[config.mk]
export PLATFORM = sky130hd
export DESIGN_NAME = bpf_fsm
export DESIGN_NICKNAME = d
export VERILOG_FILES = /design/src/logic/bpf_pkg.sv /design/src/logic/bpf_sync.sv /design/src/logic/bpf_delay.sv /design/src/logic/bpf_fsm.sv
export VERILOG_INCLUDE_DIRS = /design/src /design/src/logic
export SDC_FILE = /design/constraint.sdc
export NUM_CORES = 1
export LEC_CHECK = 0
export ABC_AREA = 1
export BUFFER_PORTS_ARGS = -buffer_cell sky130_fd_sc_hd__buf_2
export CAP_MARGIN = 5
export CORE_UTILIZATION = 43
export CTS_CLUSTER_SIZE = 28
export DETAILED_ROUTE_END_ITERATION = 10
export HOLD_SLACK_MARGIN = 0.05
export SYNTH_ARGS = -nofsm -noshare
export SYNTH_HDL_FRONTEND = slang
export SYNTH_HIERARCHICAL = 1
export SYNTH_SLANG_ARGS = --single-unit
export TNS_END_PERCENT = 5
[constraint.sdc]
create_clock -name core_clk -period 14.1 [get_ports core_clk]
set_clock_uncertainty 0.05 [all_clocks]
set_input_delay 0 -clock core_clk [delete_from_list [all_inputs] [get_ports core_clk]]
set_output_delay 0 -clock core_clk [all_outputs]
set_load 0.05 [all_outputs]
[src/logic/bpf_map.svh]
/*
 * timing figures, comparator slots and timer slots of the protection block.
 * assumes a 10 MHz core clock; delays are held in microseconds.
 */
`ifndef BPF_MAP_SVH
`define BPF_MAP_SVH

// core clock period in nanoseconds
`define BPF_CLK_NS       100
`define BPF_NS_PER_US    1000

// qualification delays in microseconds
`define BPF_TOV_US       1000000
`define BPF_TOVR_US      16000
`define BPF_TUV_US       20000
`define BPF_TUVR_US      4000
`define BPF_DISCHARGE_OVERCURRENT1_DELAY_US      8000
`define BPF_SHORT_CIRCUIT_DELAY_US      250
`define BPF_DISCHARGE_OVERCURRENT_RELEASE_DELAY_US     4000
`define BPF_TOCH_US      16000
`define BPF_TOCHR_US     4000

// delay counter width
`define BPF_CNT_W        24

// comparator slots
`define BPF_NCMP         12
`define BPF_C_OV         0
`define BPF_C_OVR        1
`define BPF_C_UV         2
`define BPF_C_UVR        3
`define BPF_C_WAKE       4
`define BPF_C_OC1        5
`define BPF_C_SC         6
`define BPF_C_OCR        7
`define BPF_C_COC        8
`define BPF_C_CHGR       9
`define BPF_C_CHGDET     10
`define BPF_C_ZERO       11

// delay timer slots
`define BPF_NTMR         9
`define BPF_T_OV         0
`define BPF_T_OVR        1
`define BPF_T_UV         2
`define BPF_T_UVR        3
`define BPF_T_OC1        4
`define BPF_T_SC         5
`define BPF_T_OCR        6
`define BPF_T_COC        7
`define BPF_T_COCR       8

`endif

[src/logic/bpf_pkg.sv]
/*
 * types of the protection block: the protection mode.
 * assumes nothing of its surroundings.
 */
package bpf_pkg;

   typedef enum logic [7:0]
   {
      ST_NORMAL   = 8'h01,
      ST_OVCHG    = 8'h02,
      ST_OVCHG_SC = 8'h04,
      ST_STANDBY  = 8'h08,
      ST_UVWAKE   = 8'h10,
      ST_OC1      = 8'h20,
      ST_SC       = 8'h40,
      ST_CHGOC    = 8'h80
   } bpf_mode_t;

endpackage

[src/logic/bpf_sync.sv]
/*
 * three-stage synchroniser for a vector of comparator levels.
 * assumes the levels are asynchronous to core_clk; a change is taken
 * once the second and third stages agree.
 */
`timescale 1ns/1ps

module bpf_sync #(
   parameter int W = 12
) (
   // clock and reset
   input  wire logic         core_clk,
   input  wire logic         rstN,
   // levels
   input  wire logic [W-1:0] asyncIn,
   output logic      [W-1:0] syncOut
);

   typedef struct packed {
      logic [W-1:0] s1;
      logic [W-1:0] s2;
      logic [W-1:0] s3;
      logic [W-1:0] out;
   } bpf_sync_t;

   bpf_sync_t r;
   bpf_sync_t rNxt;

   if (W < 1) begin : g_chk
      $error("bpf_sync: W must be at least 1");
   end

   always_comb
   begin
      rNxt     = r;
      rNxt.s1  = asyncIn;
      rNxt.s2  = r.s1;
      rNxt.s3  = r.s2;
      // follow stage three only where stages two and three agree
      rNxt.out = (~(r.s2 ^ r.s3) & r.s3) | ((r.s2 ^ r.s3) & r.out);
   end

   always_ff @(posedge core_clk or negedge rstN)
   begin
      if (!rstN)
         r <= '0;
      else
         r <= rNxt;
   end

   assign syncOut = r.out;

endmodule // bpf_sync

[src/logic/bpf_delay.sv]
/*
 * qualification delay: done rises once cond has held for limit cycles.
 * assumes cond is already synchronous to core_clk and limit is static.
 */
`timescale 1ns/1ps

module bpf_delay #(
   parameter int CNT_W = 24
) (
   // clock and reset
   input  wire logic             core_clk,
   input  wire logic             rstN,
   // condition and delay
   input  wire logic             cond,
   input  wire logic [CNT_W-1:0] limit,
   output logic                  done
);

   typedef struct packed {
      logic [CNT_W-1:0] cnt;
   } bpf_delay_t;

   bpf_delay_t r;
   bpf_delay_t rNxt;

   if (CNT_W < 2 || CNT_W > 31) begin : g_chk
      $error("bpf_delay: CNT_W out of range");
   end

   always_comb
   begin
      rNxt = r;
      if (!cond)
         rNxt.cnt = '0;
      else if (r.cnt != limit)
         rNxt.cnt = r.cnt + CNT_W'(1);
   end

   always_ff @(posedge core_clk or negedge rstN)
   begin
      if (!rstN)
         r <= '0;
      else
         r <= rNxt;
   end

   assign done = cond && (r.cnt == limit);
endmodule // bpf_delay

[src/logic/bpf_fsm.sv]
/*
 * mode control of a one-cell protection device: qualifies comparator
 * levels with internal delays and drives the charge and discharge
 * switches, the sense-pin pull-up and pull-down and the bias enable.
 * assumes the comparator levels come from an analog front end that is
 * asynchronous to core_clk, and that core_clk runs at 10 MHz.
 */
`timescale 1ns/1ps
`include "bpf_map.svh"

module bpf_fsm #(
   parameter int unsigned TOV_CYC   = `BPF_TOV_US   * `BPF_NS_PER_US / `BPF_CLK_NS,
   parameter int unsigned TOVR_CYC  = `BPF_TOVR_US  * `BPF_NS_PER_US / `BPF_CLK_NS,
   parameter int unsigned TUV_CYC   = `BPF_TUV_US   * `BPF_NS_PER_US / `BPF_CLK_NS,
   parameter int unsigned TUVR_CYC  = `BPF_TUVR_US  * `BPF_NS_PER_US / `BPF_CLK_NS,
   parameter int unsigned DISCHARGE_OVERCURRENT1_DELAY_CYC  = `BPF_DISCHARGE_OVERCURRENT1_DELAY_US  * `BPF_NS_PER_US / `BPF_CLK_NS,
   parameter int unsigned SHORT_CIRCUIT_DELAY_CYC  = `BPF_SHORT_CIRCUIT_DELAY_US  * `BPF_NS_PER_US / `BPF_CLK_NS,
   parameter int unsigned DISCHARGE_OVERCURRENT_RELEASE_DELAY_CYC = `BPF_DISCHARGE_OVERCURRENT_RELEASE_DELAY_US * `BPF_NS_PER_US / `BPF_CLK_NS,
   parameter int unsigned TOCH_CYC  = `BPF_TOCH_US  * `BPF_NS_PER_US / `BPF_CLK_NS,
   parameter int unsigned TOCHR_CYC = `BPF_TOCHR_US * `BPF_NS_PER_US / `BPF_CLK_NS,
   parameter int          CNT_W     = `BPF_CNT_W
) (
   // clock and reset
   input  wire logic       core_clk,
   input  wire logic       reset_n,
   // cell voltage comparators
   input  wire logic       cellAtOrAboveOvercharge,
   input  wire logic       cellBelowOverchargeRelease,
   input  wire logic       cellBelowOverdischarge,
   input  wire logic       cellAboveOverdischargeRelease,
   input  wire logic       supplyAboveAutoWakeupReleaseLevel,
   input  wire logic       cellAtZeroVolt,
   // sense pin comparators
   input  wire logic       senseAtOrAboveOvercurrent1,
   input  wire logic       senseAtOrAboveShortCircuitLevel,
   input  wire logic       senseAtOrBelowOvercurrentRelease,
   input  wire logic       senseAtOrBelowChargeOvercurrent,
   input  wire logic       senseAtOrAboveChargeRelease,
   input  wire logic       senseBelowChargerDetect,
   // power switches
   output logic            chargeSwitchOn,
   output logic            dischargeSwitchOn,
   // sense pin bias and internal bias
   output logic            sensePullupOn,
   output logic            sensePulldownOn,
   output logic            biasOn,
   // current mode, one-hot
   output logic [7:0]      modeState
);

   // ************************************************************
   // reset release and comparator synchronisation
   // ************************************************************
   logic [1:0]           rstPipe_r;
   logic                 rstN;
   logic [`BPF_NCMP-1:0] cmpAsync;
   logic [`BPF_NCMP-1:0] c;

   always_ff @(posedge core_clk or negedge reset_n)
   begin
      if (!reset_n)
         rstPipe_r <= 2'h0;
      else
         rstPipe_r <= {rstPipe_r[0], 1'h1};
   end

   assign rstN = rstPipe_r[1];

   assign cmpAsync[`BPF_C_OV]     = cellAtOrAboveOvercharge;
   assign cmpAsync[`BPF_C_OVR]    = cellBelowOverchargeRelease;
   assign cmpAsync[`BPF_C_UV]     = cellBelowOverdischarge;
   assign cmpAsync[`BPF_C_UVR]    = cellAboveOverdischargeRelease;
   assign cmpAsync[`BPF_C_WAKE]   = supplyAboveAutoWakeupReleaseLevel;
   assign cmpAsync[`BPF_C_OC1]    = senseAtOrAboveOvercurrent1;
   assign cmpAsync[`BPF_C_SC]     = senseAtOrAboveShortCircuitLevel;
   assign cmpAsync[`BPF_C_OCR]    = senseAtOrBelowOvercurrentRelease;
   assign cmpAsync[`BPF_C_COC]    = senseAtOrBelowChargeOvercurrent;
   assign cmpAsync[`BPF_C_CHGR]   = senseAtOrAboveChargeRelease;
   assign cmpAsync[`BPF_C_CHGDET] = senseBelowChargerDetect;
   assign cmpAsync[`BPF_C_ZERO]   = cellAtZeroVolt;

   bpf_sync #(
      .W       (`BPF_NCMP)
   ) u_sync (
      .core_clk(core_clk),
      .rstN    (rstN),
      .asyncIn (cmpAsync),
      .syncOut (c)
   );

   // ************************************************************
   // delay timers
   // ************************************************************
   localparam int unsigned LIM [`BPF_NTMR] = '{
      TOV_CYC, TOVR_CYC, TUV_CYC, TUVR_CYC, DISCHARGE_OVERCURRENT1_DELAY_CYC,
      SHORT_CIRCUIT_DELAY_CYC, DISCHARGE_OVERCURRENT_RELEASE_DELAY_CYC, TOCH_CYC, TOCHR_CYC};

   typedef struct packed {
      bpf_pkg::bpf_mode_t mode;
      logic               chg;
      logic               dchg;
      logic               pu;
      logic               pd;
      logic               bias;
   } bpf_fsm_t;

   bpf_fsm_t             r;
   bpf_fsm_t             rNxt;
   logic [`BPF_NTMR-1:0] tmrCond;
   logic [`BPF_NTMR-1:0] done;
   logic                 chgDet;

   assign chgDet = c[`BPF_C_CHGDET];

   // conditions are gated by mode so each delay starts fresh per mode, except short circuit, which runs on from normal into over-charge
   assign tmrCond[`BPF_T_OV]   = r.mode == bpf_pkg::ST_NORMAL
                                 && c[`BPF_C_OV];
   assign tmrCond[`BPF_T_OVR]  = r.mode == bpf_pkg::ST_OVCHG
                                 && c[`BPF_C_OVR] && !chgDet;
   assign tmrCond[`BPF_T_UV]   = r.mode == bpf_pkg::ST_NORMAL
                                 && c[`BPF_C_UV];
   assign tmrCond[`BPF_T_UVR]  = r.mode == bpf_pkg::ST_UVWAKE
                                 && c[`BPF_C_UVR];
   assign tmrCond[`BPF_T_OC1]  = r.mode == bpf_pkg::ST_NORMAL
                                 && c[`BPF_C_OC1];
   assign tmrCond[`BPF_T_SC]   = (r.mode == bpf_pkg::ST_NORMAL
                                 || r.mode == bpf_pkg::ST_OVCHG)
                                 && c[`BPF_C_SC];
   assign tmrCond[`BPF_T_OCR]  = (r.mode == bpf_pkg::ST_OC1
                                 || r.mode == bpf_pkg::ST_SC)
                                 && c[`BPF_C_OCR];
   // not armed in stand-by or under-voltage wake
   assign tmrCond[`BPF_T_COC]  = r.mode == bpf_pkg::ST_NORMAL
                                 && c[`BPF_C_COC];
   // charger gone is enough to recover
   assign tmrCond[`BPF_T_COCR] = r.mode == bpf_pkg::ST_CHGOC
                                 && (c[`BPF_C_CHGR] || !chgDet);

   for (genvar i = 0; i < `BPF_NTMR; i++) begin : g_tmr
      if (LIM[i] < 1 || LIM[i] >= (1 << CNT_W)) begin : g_chk
         $error("bpf_fsm: delay count does not fit the counter");
      end
      bpf_delay #(
         .CNT_W   (CNT_W)
      ) u_delay (
         .core_clk(core_clk),
         .rstN    (rstN),
         .cond    (tmrCond[i]),
         .limit   (CNT_W'(LIM[i])),
         .done    (done[i])
      );
   end

   // ************************************************************
   // mode machine
   // ************************************************************
   always_comb
   begin
      rNxt = r;
      unique case (r.mode)
         bpf_pkg::ST_NORMAL:
         begin
            if (done[`BPF_T_SC])
               rNxt.mode = bpf_pkg::ST_SC;
            else if (done[`BPF_T_OC1])
               rNxt.mode = bpf_pkg::ST_OC1;
            else if (done[`BPF_T_UV])
               rNxt.mode = bpf_pkg::ST_STANDBY;
            else if (done[`BPF_T_OV])
               rNxt.mode = bpf_pkg::ST_OVCHG;
            else if (done[`BPF_T_COC])
               rNxt.mode = bpf_pkg::ST_CHGOC;
         end
         bpf_pkg::ST_OVCHG:
         begin
            if (done[`BPF_T_SC])
               rNxt.mode = bpf_pkg::ST_OVCHG_SC;
            else if (done[`BPF_T_OVR])
               rNxt.mode = bpf_pkg::ST_NORMAL;
         end
         bpf_pkg::ST_OVCHG_SC:
         begin
            if (!c[`BPF_C_SC])
               rNxt.mode = bpf_pkg::ST_OVCHG;
         end
         bpf_pkg::ST_STANDBY:
         begin
            if (chgDet || c[`BPF_C_WAKE])
               rNxt.mode = bpf_pkg::ST_UVWAKE;
         end
         bpf_pkg::ST_UVWAKE:
         begin
            if (done[`BPF_T_UVR])
               rNxt.mode = bpf_pkg::ST_NORMAL;
            else if (!chgDet && !c[`BPF_C_WAKE] && c[`BPF_C_UV])
               rNxt.mode = bpf_pkg::ST_STANDBY;
         end
         bpf_pkg::ST_OC1, bpf_pkg::ST_SC:
         begin
            if (done[`BPF_T_OCR])
               rNxt.mode = bpf_pkg::ST_NORMAL;
         end
         bpf_pkg::ST_CHGOC:
         begin
            if (done[`BPF_T_COCR])
               rNxt.mode = bpf_pkg::ST_NORMAL;
         end
         default:
            rNxt.mode = bpf_pkg::ST_UVWAKE;
      endcase

      // outputs follow the mode being entered
      rNxt.chg  = 1'h1;
      rNxt.dchg = 1'h1;
      rNxt.pu   = 1'h0;
      rNxt.pd   = 1'h0;
      rNxt.bias = 1'h1;
      unique case (rNxt.mode)
         bpf_pkg::ST_NORMAL:
            rNxt.chg = 1'h1;
         bpf_pkg::ST_OVCHG, bpf_pkg::ST_CHGOC:
            rNxt.chg = 1'h0;
         bpf_pkg::ST_OVCHG_SC:
         begin
            rNxt.chg  = 1'h0;
            rNxt.dchg = 1'h0;
            rNxt.pd   = 1'h1;
         end
         bpf_pkg::ST_STANDBY:
         begin
            rNxt.dchg = 1'h0;
            rNxt.pu   = 1'h1;
            rNxt.bias = 1'h0;
         end
         bpf_pkg::ST_UVWAKE:
            rNxt.dchg = chgDet && !c[`BPF_C_ZERO];
         bpf_pkg::ST_OC1, bpf_pkg::ST_SC:
         begin
            rNxt.dchg = 1'h0;
            rNxt.pd   = 1'h1;
         end
         default:
            rNxt.dchg = 1'h0;
      endcase
   end

   always_ff @(posedge core_clk or negedge rstN)
   begin
      if (!rstN)
      begin
         r.mode <= bpf_pkg::ST_UVWAKE;
         r.chg  <= 1'h1;
         r.dchg <= 1'h0;
         r.pu   <= 1'h0;
         r.pd   <= 1'h0;
         r.bias <= 1'h1;
      end
      else
         r <= rNxt;
   end

   assign chargeSwitchOn    = r.chg;
   assign dischargeSwitchOn = r.dchg;
   assign sensePullupOn     = r.pu;
   assign sensePulldownOn   = r.pd;
   assign biasOn            = r.bias;
   assign modeState         = r.mode;
endmodule // bpf_fsm

## Yosys cells after proc, flatten, opt, wreduce, memory -nomap -nowiden

Cells that the tools add are included.

- Input port bits: 14
- Output and inout port bits: 13
- Register bits: 279

- Bitwise gates (word level): 5
- Add/sub/neg operators: 9
- Eq/ne operators: 43
- Reduce and logical (&&, ||, !) cells: 33
- Mux-type cells: 37

Operators with widths:

| cell | number |
|---|---|
| 24-bit 2-to-1 mux | 18 |
| 24-bit by 1-bit adder with 24-bit output, second input constant | 9 |
| 8-bit 2-to-1 mux | 13 |
| 24-bit by 16-bit equality test with 1-bit output, second input constant | 3 |
| 24-bit by 18-bit equality test with 1-bit output, second input constant | 3 |
| 24-bit by 16-bit inequality test with 1-bit output, second input constant | 3 |
| 24-bit by 18-bit inequality test with 1-bit output, second input constant | 3 |
| 8-bit one-hot mux with 7 select lines | 1 |
| 12-bit bitwise AND | 2 |
| 24-bit by 12-bit equality test with 1-bit output, second input constant | 1 |
| 24-bit by 17-bit equality test with 1-bit output, second input constant | 1 |
| 24-bit equality test, second input constant | 1 |
| 24-bit by 12-bit inequality test with 1-bit output, second input constant | 1 |
| 24-bit by 17-bit inequality test with 1-bit output, second input constant | 1 |
| 24-bit inequality test, second input constant | 1 |
| 1-bit logical AND | 22 |
| 2-bit inequality test, second input constant | 9 |
| 8-bit by 1-bit equality test with 1-bit output, second input constant | 2 |
| 8-bit by 2-bit equality test with 1-bit output, second input constant | 2 |
| 8-bit by 3-bit equality test with 1-bit output, second input constant | 2 |
| 8-bit by 4-bit equality test with 1-bit output, second input constant | 2 |
| 8-bit by 5-bit equality test with 1-bit output, second input constant | 2 |
| 8-bit by 6-bit equality test with 1-bit output, second input constant | 2 |
| 8-bit by 7-bit equality test with 1-bit output, second input constant | 2 |
| 10 further kinds | 21 |

## Longest topological paths before layout

- Depth in word-level cells: 12
- Gate-level depth with buffers: 20
- Gate-level depth less buffers: 19

## By module

Netlist, hierarchy kept.

By module, submodules not included:

| module | cells each | sequential area each (µm²) | instances | area each (µm²) |
|---|---|---|---|---|
| bpf_delay at g_tmr[0].u_delay ... | 441 | 600.6 | 8 | 2,611.3 |
| bpf_delay at g_tmr[3].u_delay | 444 | 600.6 | 1 | 2,645.0 |
| bpf_sync | 108 | 1,201.2 | 1 | 1,486.4 |
| bpf_fsm | 177 | 379.1 | 1 | 1,127.3 |

## Least setup slack after synthesis

Ideal clock, no wire load.

- Kind: flip-flop to flip-flop
- Start point: register r, in the netlist modeState[1]
- End point: register r, in the netlist dischargeSwitchOn
- Arrival time: 2,666 ps
- Cell stages (with the launch flop): 21
- Setup time: 119 ps
- Setup slack: 11,266 ps
- Clock period less this slack: 2,834 ps
- Required time: 13,931 ps
- Cells stage by stage: dfrtp_1 inv_1 nand2_1 nor2_2 nand2_4 a21oi_1 buf_1 nand2_1 nor2_1 nand4_1 nor2_4 and2_1 nor2_1 nand2_1 nor2_1 nand2_1 nand2_1 nor2_1 nand2_1 nor2_1 nand2_1

RTL lines:

| item | line | source |
|---|---|---|
| from (decl) | bpf_fsm.sv:107 | `bpf_fsm_t r;` |
| from (signal assigned) | bpf_fsm.sv:259 | `r <= rNxt;` |

==> impl.org <==
** Status
- Outcome :: completed

** Setup path
- Worst-path maximum fanout :: 34
- Instance count on the critical path :: 20
- At the worst endpoint, the required time is 14490 ps.
- Library cell contributing the largest single delay on the critical path :: dfrtp_1
- Data on the critical path arrives at its endpoint at 3980 ps.
- Most used cell along the critical path :: nand2_1
- Worst path cell trace :: inv_2, nand2_4, nor2_8, nand2_4, a21oi_4, buf_4, nand2_1, nor2_1, nand4_1, nor2_4, and2_1, nor2_1, nand2_1, nor2_1, nand2_1, nand2_1, nor2_1, nand2_1, nor2_1, nand2_1
- In this design, the stage delay of the slowest critical-path cell is 450 ps.
- Category of the worst setup path capture point :: flip-flop
- The number of buffers and inverters on the critical path is 2.
- Cells on worst reg2reg path :: 20
- Crit start category :: flip-flop
- Cell family with the largest share of critical-path delay :: simple AND/OR/NAND/NOR gates
- The critical path in this run is classified as reg2reg.

** Clock network
- Num CTS Buffers :: 37
- Skew-Pair Late Insertion Delay :: 560 ps
- Total number of clock tree sinks :: 279
- Buffers added to address setup during post-CTS repair amount to 0.
- After clock tree synthesis, the flow added hold-fix buffers numbering 21.
- In this run the clock root is driven by a clkbuf_16.
- Gates resized during post-CTS repair numbered 0.
- H-Tree Depth :: 2
- Reg clk slew, reported paths :: 60 ps
- Counting along the longest clock path gives a buffer depth of 3.
- TritonCTS built the clock tree.

** Cells and area
- After filler insertion, the fill cell instance count of the layout stands at 6466.
- The repair_antennas step left the layout with diodes totalling 0.
- After the last flow step, the layout net total stands at 4729.
- Register area :: 6990 sq um
- The multi-input combinational cells in the finished layout cover a total of 17800 sq um.
- The library cell used most frequently in the layout, excluding fill and tap cells, is nand2_1.
- Highest-count cells in the layout ignoring fill and taps :: nand2_1 (1574), nor2_1 (528), conb_1 (461), inv_1 (433), nand3_1 (343)
- Post-synthesis to final-layout area growth :: 14.2%
- In the final layout, the share of cells above drive strength 1 is 15.2%.

** Timing
- The number of hold-slack violations in the final timing report came to 0.
- Max transition margin :: 42.6%
- Setup total negative slack on the finished layout was measured at 0 ps.
- Min Tclk post-route :: 3590 ps
- Setup repair after global routing missed its margin :: false
- At the pin with the least slew margin, the transition time is 861 ps.
- Setup slack on the critical path of the routed design comes to 10510 ps.
- The number of slew-limit violations in the final report came to 0.
- Final-layout worst hold slack :: 82.3 ps
- Highest attainable clock frequency :: 279 MHz
- After layout, the worst path uses 25.4% of the clock period.
- Setup violations remaining at the end of the flow were counted as 0.

** Synth
- In the synthesized netlist the async set-or-reset flop fraction comes to 100%.
- Cell area after synthesis :: 26100 sq um
- For this run, the register share of the synthesized area comes to 26.7%.
- FF+latch count, synth :: 279
- Number of library cell types mapped by synthesis :: 36
- A synthesized cell averages 6.14 sq um.
- Cell count after synthesis :: 4257
- Counting flops with a built-in enable in the synthesized netlist gives 0.
- Among all flip-flop cells after synthesis, the most frequent one is dfrtp_1.
- Count of warnings emitted by yosys :: 6

** Global route
- Global routing consumed, over all layers together, 23.0% of the routing resources.
- Entering global routing, the biggest net connects 67 pins.
- First-pass GRT wire length :: 118000 um
- The number of antenna violations at the first check in global routing is 1.
- The via count of the first global-routing pass came to 23.3k.
- Summed over all layers, the global routing overflow is 0.

** Placement
- Gpl congestion :: 0.912
- The wire-length estimate of the detail-placed layout is 53300 um.
- Buffers placed on the I/O ports in this run total 26.
- Pre-CTS setup slack :: 10570 ps

** Pwr
- The analysis attributes to cell leakage a power of 0.0154 uW.
- In this run the power density over the cells is 71.0 nW/um^2.
- Worst voltage drop across the vdd grid :: 0.116 mV
- Overall power consumption after layout is estimated at 2120 uW.

** Die
- Horizontal die dimension :: 249 um
- The initialized floorplan defines 90 standard-cell rows.
- Starting density of the core :: 43.4%
- The core region is 60200 sq um.
- The die covers 61800 sq um.
- Measured along the y axis, the die boundary spans 249 um.
- For this design the top-level I/O count stands at 27.

** Detailed routing
- After detailed routing, the number of vias per cell comes to 4.59.
- Initial DRC Count :: 1522
- DRT antenna net count :: 0
- DRC violation count after routing :: 0
- Pre-antenna DRT Iters :: 5
- Number of vias after detailed routing :: 25.3k
- Summed over all layers, the routed wires come to 70100 um.
- Dividing the detail-routed wire length by the instance count gives 12.7 um.

** Job
- Max-cap violations in this run came to 0.

** Hold path
- The min-delay analysis places its worst path in the category in2reg.
- Worst hold path depth :: 2
## sequential cells by signal, indices dropped and copies added (netlist names), named ones only
register / flops
g_tmr.u_delay/r: 216
u_sync/r: 36
modeState: 8
rstPipe_r: 2
biasOn: 1
chargeSwitchOn: 1
dischargeSwitchOn: 1
sensePulldownOn: 1
sensePullupOn: 1
## final cells by class
cell class,count,share of cell area [%]
clock inverter,22,0.951
timing repair buffer,63,1.54
clock buffer,43,3.35
inverter,630,7.92
sequential,279,23.4
multi-input combinational,3695,59.6
tap,782,3.28
## per-layer routing
layer  track usage (%)  share of wire [%]  vias to the layer above
li1                  -                  -                    13600
met1              31.7                 48                    11100
met2              38.4                 46                      459
met3              3.08                4.5                       84
met4              4.88                1.6                        0
met5                 0                  0                        -
## metrics by stage
step           cells  utilization, %  cell area [sq um]
3_3_place_gp    5428            47.1              28400
4_1_cts         5514            49.6              29900
3_5_place_dp    5428            47.1              28400
2_1_floorplan   4716               -              27900
6_report        5514            49.6              29900
5_1_grt         5514            49.6              29900
## power breakdown
group / switching [uW] / internal (uW) / leakage [uW] / total [uW]
Clock: 392 / 605 / 0.000613 / 998
Combinational: 202 / 79.5 / 0.0110 / 281
Sequential: 20.8 / 820 / 0.00377 / 841
## final timing paths
path                                                 endpoint  slack (ps)                    from
min reg2reg                g_tmr[3].u_delay/r[14]$_DFFE_PN0P_         250  rstPipe_r[1]$_DFF_PN0_
min                                    u_sync/r[38]$_DFF_PN0_          80  cellBelowOverdischarge
max in group asynchronous  g_tmr[6].u_delay/r[18]$_DFFE_PN0P_       11690  rstPipe_r[1]$_DFF_PN0_
min in group asynchronous  g_tmr[3].u_delay/r[14]$_DFFE_PN0P_         250  rstPipe_r[1]$_DFF_PN0_
max                               dischargeSwitchOn$_DFF_PN0_       10510  modeState[7]$_DFF_PN0_
max reg2reg                       dischargeSwitchOn$_DFF_PN0_       10510  modeState[7]$_DFF_PN0_
## cells by family (layout without fill, tap and decap cells)
group,count (synthesis),after routing,synth area share [%]
and+or+nand+nor,3069,3069,56.2
AOI/OAI and AO/OA,54,54,1.11
other,2,461,0.0287
xor gates and xnor gates,102,102,3.42
adders and majority gates,9,9,0.431
buffers and inverters,742,758,12.1
DFF,279,279,26.7
## Yosys cell counts, drive strengths merged (2+ instances only)
cell       n  area (sq um)
or2        8          50.1
ha         9           113
dfstp      3          78.8
nand4    160          1000
nor2     661          3160
dfrtp    276          6910
nand3    541          3770
clkinv     8          30.0
nand2   1658          6450
and2      10          62.6
o21ai     35           175
inv      622          2330
a21oi     16          80.1
nor3      12          65.1
conb       2          7.51
buf      111           790
nand3b    18           135
xor2     102           893
Note: power is estimated with default switching activity, not from simulation.
